## config.mk

```make
export PLATFORM = sky130hd
export DESIGN_NAME = bmp_pin_control
export DESIGN_NICKNAME = d
export VERILOG_FILES = /design/src/shared/bmp_pkg.sv /design/src/logic/bmp_pin_control.sv
export SDC_FILE = /design/constraint.sdc
export NUM_CORES = 1
export LEC_CHECK = 0
export BUFFER_PORTS_ARGS = -buffer_cell sky130_fd_sc_hd__buf_2
export CAP_MARGIN = 20
export CORE_MARGIN = 5
export CORE_UTILIZATION = 55
export CTS_CLUSTER_DIAMETER = 60
export DETAILED_ROUTE_END_ITERATION = 12
export GPL_TIMING_DRIVEN = 1
export PLACE_DENSITY = 0.74
export SETUP_SLACK_MARGIN = 0.15
export SYNTH_ARGS = -nofsm -noshare
export SYNTH_HDL_FRONTEND = slang
export SYNTH_SLANG_ARGS = --single-unit
```

## constraint.sdc

```tcl
create_clock -name ref_clk -period 2.7 [get_ports ref_clk]
set_input_delay 0.27 -clock ref_clk [delete_from_list [all_inputs] [get_ports ref_clk]]
set_output_delay 0.27 -clock ref_clk [all_outputs]
set_load 0.1 [all_outputs]
```

## src/shared/bmp_pkg.sv

```systemverilog
// Constants for the boot-mode pin function control block.
// Assumes a single 100 MHz clock and a synchronous active-high reset at power-on.
package bmp_pkg;
	localparam int CLK_PERIOD_NS = 10;
	// Hibernate entry low time, in microseconds; cycles rounded up so a host low is never cut short
	localparam int HIB_ENTRY_US = 1000;
	localparam int HIB_ENTRY_CYC = (HIB_ENTRY_US * 1000 + CLK_PERIOD_NS - 1) / CLK_PERIOD_NS;
	// Motion pulse width, in microseconds
	localparam int MOT_PULSE_US = 1000;
	localparam int MOT_PULSE_CYC = (MOT_PULSE_US * 1000) / CLK_PERIOD_NS;
	// Cycles after reset release before the strap is latched
	localparam logic [1:0] STRAP_LATCH_CYC = 2'h3;
	// Pin configuration encodings
	localparam logic [1:0] PIN_PUSH_PULL = 2'h0;
	localparam logic [1:0] PIN_OPEN_DRAIN = 2'h1;
	localparam logic [1:0] PIN_OPEN_SOURCE = 2'h2;
	localparam logic [1:0] PIN_INPUT = 2'h3;
	typedef enum logic [1:0] {BMP_BOOT, BMP_ACTIVE, BMP_HIBERNATE} bmp_state_e;
endpackage
```

## src/logic/bmp_pin_control.sv

```systemverilog
// Boot-mode pin function control: multiplexes the multifunction pins by boot strap and interface strap.
// Assumes pin inputs are asynchronous and the core supplies boot done, interrupt and motion events.
`timescale 1ns/1ps
module bmp_pin_control
	import bmp_pkg::*;
#(
	parameter int HIB_CYC = HIB_ENTRY_CYC,
	parameter int PULSE_CYC = MOT_PULSE_CYC
)
(
	// Clock and reset
	input wire logic ref_clk,
	input wire logic reset,
	// Straps
	input wire logic bootModeStrap,
	input wire logic hostPortSelect,
	// Core side
	input wire logic bootComplete,
	input wire logic intLevelA,
	input wire logic intLevelB,
	input wire logic motionEvent,
	input wire logic [1:0] pinCfgA,
	input wire logic [1:0] pinCfgB,
	input wire logic cfgWrite,
	input wire logic spiThreeWire,
	input wire logic spiDataOutCore,
	input wire logic spiDataOutEn,
	// Interrupt pin A / motion line
	input wire logic motionLineIn,
	output logic motionLineOut,
	output logic motionLineOe,
	// Interrupt pin B / trigger / boot-done
	input wire logic pinBIn,
	output logic pinBOut,
	output logic pinBOe,
	// Chip select / wake
	input wire logic chipSelectN,
	// SPI data pins
	input wire logic spiMosiIn,
	output logic spiMisoOut,
	output logic spiMisoOe,
	output logic spiDataOut,
	output logic spiDataOe,
	// Status to core
	output logic bootModeLatched,
	output logic spiMode,
	output logic spiSelected,
	output logic spiDataIn,
	output logic measureTrigger,
	output logic wakeRequest,
	output logic detectEnabled,
	output logic hibernate,
	output logic intAInput,
	output logic intBInput
);
	logic [2:0] strapSync, motSync, pinBSync, csSync, mosiSync, selSync;
	logic [1:0] latchCnt_q;
	logic strapDone_q, bootMode_q, hostSel_q, bootDone_q;
	bmp_state_e state_q;
	logic [31:0] lowCnt_q, pulseCnt_q;
	logic [1:0] cfgA_q, cfgB_q;
	logic trigPrev_q, wakePrev_q;
	logic motLow, pinBHigh, csLow, inHib;

	// Three-stage synchronisers for pad inputs; the motion, pin B and chip-select levels need the second and third stages to agree
	always_ff @(posedge ref_clk)
	begin
		if (reset)
		begin
			strapSync <= 3'h0;
			motSync <= 3'h7;
			pinBSync <= 3'h0;
			csSync <= 3'h7;
			mosiSync <= 3'h0;
			selSync <= 3'h0;
		end
		else
		begin
			strapSync <= {strapSync[1:0], bootModeStrap};
			motSync <= {motSync[1:0], motionLineIn};
			pinBSync <= {pinBSync[1:0], pinBIn};
			csSync <= {csSync[1:0], chipSelectN};
			mosiSync <= {mosiSync[1:0], spiMosiIn};
			selSync <= {selSync[1:0], hostPortSelect};
		end
	end
	assign motLow = ~motSync[1] & ~motSync[2];
	assign pinBHigh = pinBSync[1] & pinBSync[2];
	assign csLow = ~csSync[1] & ~csSync[2]; // Active-low select
	assign inHib = (state_q == BMP_HIBERNATE);

	// Straps are caught once after reset release, never during reset itself
	always_ff @(posedge ref_clk)
	begin
		if (reset)
		begin
			latchCnt_q <= 2'h0;
			strapDone_q <= 1'b0;
			bootMode_q <= 1'b0;
			hostSel_q <= 1'b0;
		end
		else if (!strapDone_q)
		begin
			latchCnt_q <= latchCnt_q + 2'h1;
			if (latchCnt_q == STRAP_LATCH_CYC)
			begin
				strapDone_q <= 1'b1;
				bootMode_q <= strapSync[2]; // Held until next reset
				hostSel_q <= selSync[2]; // Strap pin, synchronised, sampled with boot mode
			end
		end
	end

	// Boot, active and hibernate sequencing
	always_ff @(posedge ref_clk)
	begin
		if (reset)
		begin
			state_q <= BMP_BOOT;
			bootDone_q <= 1'b0;
		end
		else
		begin
			case (state_q)
				BMP_BOOT:
					if (strapDone_q && bootComplete)
					begin
						state_q <= BMP_ACTIVE;
						bootDone_q <= 1'b1; // Release boot-done after boot
					end
				BMP_ACTIVE:
					if (bootMode_q && lowCnt_q >= 32'(HIB_CYC))
						state_q <= BMP_HIBERNATE; // Long host low enters hibernate
				BMP_HIBERNATE:
					if ((bootMode_q && !motLow) || (!bootMode_q && csLow))
						state_q <= BMP_ACTIVE; // Wake pin only in default mode
				default:
					state_q <= BMP_BOOT;
			endcase
		end
	end

	// Host low-time counter; our own pulse is excluded so it cannot self-hibernate
	always_ff @(posedge ref_clk)
	begin
		if (reset)
			lowCnt_q <= 32'h0;
		else if (motLow && pulseCnt_q == 32'h0 && lowCnt_q < 32'(HIB_CYC))
			lowCnt_q <= lowCnt_q + 32'h1;
		else if (!motLow)
			lowCnt_q <= 32'h0;
	end

	// Motion pulse timer
	always_ff @(posedge ref_clk)
	begin
		if (reset)
			pulseCnt_q <= 32'h0;
		else if (pulseCnt_q != 32'h0)
			pulseCnt_q <= pulseCnt_q - 32'h1;
		else if (bootMode_q && state_q == BMP_ACTIVE && !motLow && motionEvent)
			pulseCnt_q <= 32'(PULSE_CYC); // Only while detection is enabled
	end

	// Pin configuration reverts to push-pull at reset and while in hibernate
	always_ff @(posedge ref_clk)
	begin
		if (reset || inHib)
		begin
			cfgA_q <= PIN_PUSH_PULL;
			cfgB_q <= PIN_PUSH_PULL;
		end
		else if (cfgWrite)
		begin
			cfgA_q <= pinCfgA;
			cfgB_q <= pinCfgB;
		end
	end

	// Pad drive, registered so every output comes from a flip-flop
	always_ff @(posedge ref_clk)
	begin
		if (reset)
		begin
			motionLineOut <= 1'b0;
			motionLineOe <= 1'b0;
			pinBOut <= 1'b0;
			pinBOe <= 1'b0;
		end
		else if (!strapDone_q || inHib)
		begin
			motionLineOut <= 1'b0; // High impedance in hibernate
			motionLineOe <= 1'b0;
			pinBOut <= 1'b0;
			pinBOe <= !strapDone_q; // Boot-done held low until strap known
		end
		else if (bootMode_q)
		begin
			motionLineOut <= 1'b0;
			motionLineOe <= (pulseCnt_q != 32'h0); // Open-drain low pulse
			pinBOut <= 1'b0;
			pinBOe <= !bootDone_q; // Open-drain boot done
		end
		else
		begin
			motionLineOut <= intLevelA; // Interrupt output A
			case (cfgA_q)
				PIN_PUSH_PULL: motionLineOe <= 1'b1;
				PIN_OPEN_DRAIN: motionLineOe <= ~intLevelA;
				PIN_OPEN_SOURCE: motionLineOe <= intLevelA;
				default: motionLineOe <= 1'b0;
			endcase
			pinBOut <= intLevelB; // Interrupt B or trigger input
			case (cfgB_q)
				PIN_PUSH_PULL: pinBOe <= 1'b1;
				PIN_OPEN_DRAIN: pinBOe <= ~intLevelB;
				PIN_OPEN_SOURCE: pinBOe <= intLevelB;
				default: pinBOe <= 1'b0;
			endcase
		end
	end

	// Trigger and wake pulses, plus status
	always_ff @(posedge ref_clk)
	begin
		if (reset)
		begin
			trigPrev_q <= 1'b0;
			wakePrev_q <= 1'b0;
			measureTrigger <= 1'b0;
			wakeRequest <= 1'b0;
			bootModeLatched <= 1'b0;
			spiMode <= 1'b0;
			detectEnabled <= 1'b0;
			hibernate <= 1'b0;
			intAInput <= 1'b0;
			intBInput <= 1'b0;
		end
		else
		begin
			trigPrev_q <= pinBHigh;
			wakePrev_q <= csLow && inHib && !bootMode_q;
			measureTrigger <= !bootMode_q && strapDone_q && !inHib && cfgB_q == PIN_INPUT
				&& pinBHigh && !trigPrev_q; // Rising edge triggers a measurement
			wakeRequest <= csLow && inHib && !bootMode_q && !wakePrev_q;
			bootModeLatched <= bootMode_q;
			spiMode <= hostSel_q;
			detectEnabled <= bootMode_q && state_q == BMP_ACTIVE && !motLow;
			hibernate <= inHib;
			intAInput <= !bootMode_q && (inHib || cfgA_q == PIN_INPUT) && motSync[2]; // CMOS input
			intBInput <= (bootMode_q ? inHib : cfgB_q == PIN_INPUT) && pinBSync[2];
		end
	end

	// Serial pin routing: three-wire shares one data pin, four-wire uses two
	always_ff @(posedge ref_clk)
	begin
		if (reset)
		begin
			spiSelected <= 1'b0;
			spiDataIn <= 1'b0;
			spiMisoOut <= 1'b0;
			spiMisoOe <= 1'b0;
			spiDataOut <= 1'b0;
			spiDataOe <= 1'b0;
		end
		else
		begin
			spiSelected <= hostSel_q && csLow && !inHib;
			spiDataIn <= mosiSync[2];
			spiMisoOut <= spiDataOutCore;
			spiMisoOe <= hostSel_q && csLow && !spiThreeWire && spiDataOutEn && !inHib;
			spiDataOut <= spiDataOutCore;
			spiDataOe <= hostSel_q && csLow && spiThreeWire && spiDataOutEn && !inHib;
		end
	end
endmodule

```

==> metrics <==
Least-Margin Pin Slew=~0.53 ns; area overhead of the layout relative to synthesis=24.5%; instance count of the mapped netlist=around 470; initial standard-cell utilization of the core=between 50 and 60%; DRC violation total after the first TritonRoute iteration=133; FMAX=roughly 0.41 GHz; EDFF count, synth=0; Post-synth top flop=sky130_fd_sc_hd__dfxtp_1; proportion of register bits with asynchronous set or reset after synthesis=0%; category of the worst setup path launch point=flip-flop; sequential power share=34.0%; Placer Congestion=a little over 0.8; Final TNS setup=0 ns; horizontal die dimension=99.1 um; antenna violations before repair=0; GRT Util Overall=just under 20%; root buf cell=sky130_fd_sc_hd__clkbuf_8; final setup violation count=0; worst min-delay path endpoint=cfgB_q[1]; wire length of the first global-routing pass=between 15000 and 20000 um; result of the run=finished clean; DRC Markers=0; most frequent cells in the layout=113 x sky130_fd_sc_hd__dfxtp_1, 54 x sky130_fd_sc_hd__nor2_1, 37 x sky130_fd_sc_hd__buf_2, 26 x sky130_fd_sc_hd__nand2_1; xor-xnor portion of the synthesized cell area=a little under 5%; cell with the most instances on the worst path=sky130_fd_sc_hd__or4_1; antenna diode count=0; power per unit of standard cell area=approximately 1100 nW/um2; number of buffers on the longest clock path=2; Slew headroom=about 65%; average cell area after synthesis=a little over 9 um2; post-synth cell types=43; worst reg2reg endpoint=lowCnt_q[11]; total die area=9830 um2; clock-pin slew on the worst setup and hold paths=around 0.060 ns; Detailed Routing Iterations Pass 1=4; vias in the first global route=between 3000 and 4000; Row Count=32; post-synthesis compound-gate area fraction=7.82%; worst vdd rail ir drop=approximately 0.75 mV; RR Startpoint=pulseCnt_q[20]; count of input and output buffers=37; Setup WS post-layout=roughly 0.29 ns; die height=roughly 99 um; Floorplan Core Area=roughly 7700 um2; leakage component of the power=2.16 nW; maximum number of pins on one net before global-route repair=27; clock latency at the later pin of the worst-skew pair=slightly above 0.5 ns; RSZ-0062 raised after global routing=false; clock period minus worst slack=approximately 2.4 ns; worst stage delay on the critical path=around 0.55 ns; max_cap viols=0; largest fanout on the critical path=14; number of CTS-inserted buffers=17; combinational group share of total power=between 20% and 30%; count of cells along the worst hold path=3; net switching component of the power=slightly above 2 mW; list of cells traversed by the critical path=or4_1 -> or2_4 -> nor4_4 -> nand4_1 -> buf_4 -> or4_1 -> a21oi_1; classification of the worst-slack hold path=input port to flip-flop; final net count=~560; endpoints failing hold=0; total congestion overflow=0; number of synthesized register bits=approximately 110; ratio of cells with drive above 1 in the final layout=roughly 18%; basic-gate share of the synthesized area counting and, or, nand and nor cells=29.2%; design internal power=between 4 and 5 mW; largest family of logic cells by synthesized area=simple AND/OR/NAND/NOR gates; mux contribution to synthesized area=around 2.5%; Worst Setup Slack post-DPL=between 0.15 and 0.2 ns; combined area of all synthesized cells=between 4000 and 5000 um2; most common cell after layout, fill and taps aside=sky130_fd_sc_hd__dfxtp_1; cell with the biggest individual delay on the critical path=sky130_fd_sc_hd__or4_1; register area=roughly 2300 um2; CP Data Arrival Time=between 2 and 3 ns; sequential element share of the synthesized area=51.8%; Synthesized Nets=roughly 500; total via count after detailed routing=around 3500; detailed-route wire length=around 9100 um; fraction of the mapped netlist area in adder cells=1.43%; TritonCTS clock tree=built; I/O pins=38; TritonCTS sink count=113; Antenna Violating Nets Remaining=0; fill cell total of the finished layout=a little under 600; count of cells along the worst register-to-register path=7; ratio of routed vias to standard cells=5.35; setup slack on the worst flop-to-flop path=~0.29 ns; multi-input combinational cell area=2010 um2; WL per Instance=roughly 14 um; Setup Skew=approximately 0.0066 ns; type of destination of the critical path=flip-flop; yosys synthesis warning count=0; HPWL after DPL=around 6000 um; sw frac=between 30% and 40%; Final Cycle Share=89.4%; start-to-end type of the worst setup path=flip-flop to flip-flop; hold_sp=pinCfgB[1]; number of max-slew violations in the final report=0; H-Tree Depth=4; part of the total power dissipated in the clock network=36.1%; required time worst endpoint=between 3 and 4 ns
[cells in the mapped netlist, types with 7 or more instances]
master | count | area, um2
sky130_fd_sc_hd__a21oi_1 | 21 | 105
sky130_fd_sc_hd__and2_1 | 17 | 106
sky130_fd_sc_hd__and3_1 | 9 | 56.3
sky130_fd_sc_hd__clkbuf_1 | 14 | 52.6
sky130_fd_sc_hd__dfxtp_1 | 113 | 2260
sky130_fd_sc_hd__inv_1 | 8 | 30.0
sky130_fd_sc_hd__mux2i_1 | 10 | 100
sky130_fd_sc_hd__nand2_1 | 26 | 97.6
sky130_fd_sc_hd__nand3_1 | 14 | 70.1
sky130_fd_sc_hd__nor2_1 | 54 | 203
sky130_fd_sc_hd__nor2b_1 | 21 | 131
sky130_fd_sc_hd__nor3_1 | 22 | 110
sky130_fd_sc_hd__nor4_1 | 14 | 87.6
sky130_fd_sc_hd__o21ai_0 | 15 | 75.1
sky130_fd_sc_hd__or2_2 | 9 | 56.3
sky130_fd_sc_hd__or3_1 | 18 | 113
sky130_fd_sc_hd__xnor2_1 | 17 | 149
sky130_fd_sc_hd__xor2_1 | 7 | 61.3
[cell type report]
cell class              count  share of cell area (%)
well taps                 102                    2.35
inverters                   8                   0.552
clock buffers              17                    7.61
repair buffers             64                    7.68
clock inverters            15                    3.29
flip-flops and latches    113                    41.6
multi-input cells         332                    36.9
[metrics by stage]
step / power (mW) / utilization, % / cells / hold WS, ns / area, um2
after CTS: 6.06 / 70.2 / 650 / 0.00922 / 5430
final: 6.09 / 70.4 / 651 / 0.0303 / 5440
after global routing: 6.48 / 70.4 / 651 / 0.0131 / 5440
after floorplan: 3.40 / - / 471 / 0.342 / 4370
after global placement: 3.76 / 61.0 / 606 / 0.381 / 4710
after detailed placement: 3.82 / 61.0 / 606 / 0.384 / 4710
[cells by family (layout without fill, tap and decap cells)]
| kind of cell | after synthesis | count (layout) |
|---|---|---|
| AND/OR/NAND/NOR | 235 | 235 |
| multiplexers | 11 | 11 |
| flip-flops | 113 | 113 |
| XOR/XNOR | 24 | 24 |
| AO/OA/AOI/OAI | 57 | 57 |
| buffers and inverters | 26 | 104 |
| adder cells (fa/ha/maj) | 5 | 5 |
[power groups by stage]
stage | Sequential, mW | Clock [mW] | Combinational, mW
floorplan | 2.08 | 0 | 1.33
global placement | 2.08 | 0 | 1.68
detailed placement | 2.10 | 0 | 1.72
CTS | 2.07 | 2.23 | 1.76
global route | 2.10 | 2.33 | 2.05
finish | 2.07 | 2.20 | 1.82
[how the worst max path moves through the flow]
stage | to | cells past startpoint | from | slack [ns]
2_1_floorplan | lowCnt_q[12] | 7 | pulseCnt_q[20] | 0.30
3_3_place_gp | lowCnt_q[11] | 7 | pulseCnt_q[20] | 0.24
3_5_place_dp | lowCnt_q[11] | 7 | pulseCnt_q[20] | 0.18
4_1_cts | lowCnt_q[11] | 7 | pulseCnt_q[20] | 0.16
5_1_grt | lowCnt_q[11] | 7 | pulseCnt_q[20] | 0.16
6_report | lowCnt_q[11] | 7 | pulseCnt_q[20] | 0.29
[sequential cells by signal, indices dropped and copies added, names as in the netlist, 2 cells and up]
signal and flops:
cfgB_q 2, pulseCnt_q 32, csSync 3, state_q 2
selSync 3, pinBSync 3, lowCnt_q 32, strapSync 3
latchCnt_q 2, cfgA_q 2, mosiSync 3, motSync 3
[layer usage]
metal  up-vias  track usage [%]  wire length (um)
li1       1783                -                 -
met1      1608             24.3              4100
met2        89             32.6              4400
met3         6             6.31               520
met4         0             6.72                61
met5         -                0                 0
[critical path: cells and delay by family (launching register included)]
kind | cells | cell delay, ns
buf+inv | 1 | 0.21
simple gates | 5 | 1.66
flops | 1 | 0.34
compound gates | 1 | 0.14
[timing repair]
action                                 CTS  global route
setup endpoints to repair                0            25
endpoints found under the hold margin   11             0
gates resized for setup                  0             2
setup buffers                            0             1
hold buffers                            12             0
No activity file was read; power rests on OpenSTA's default activity.
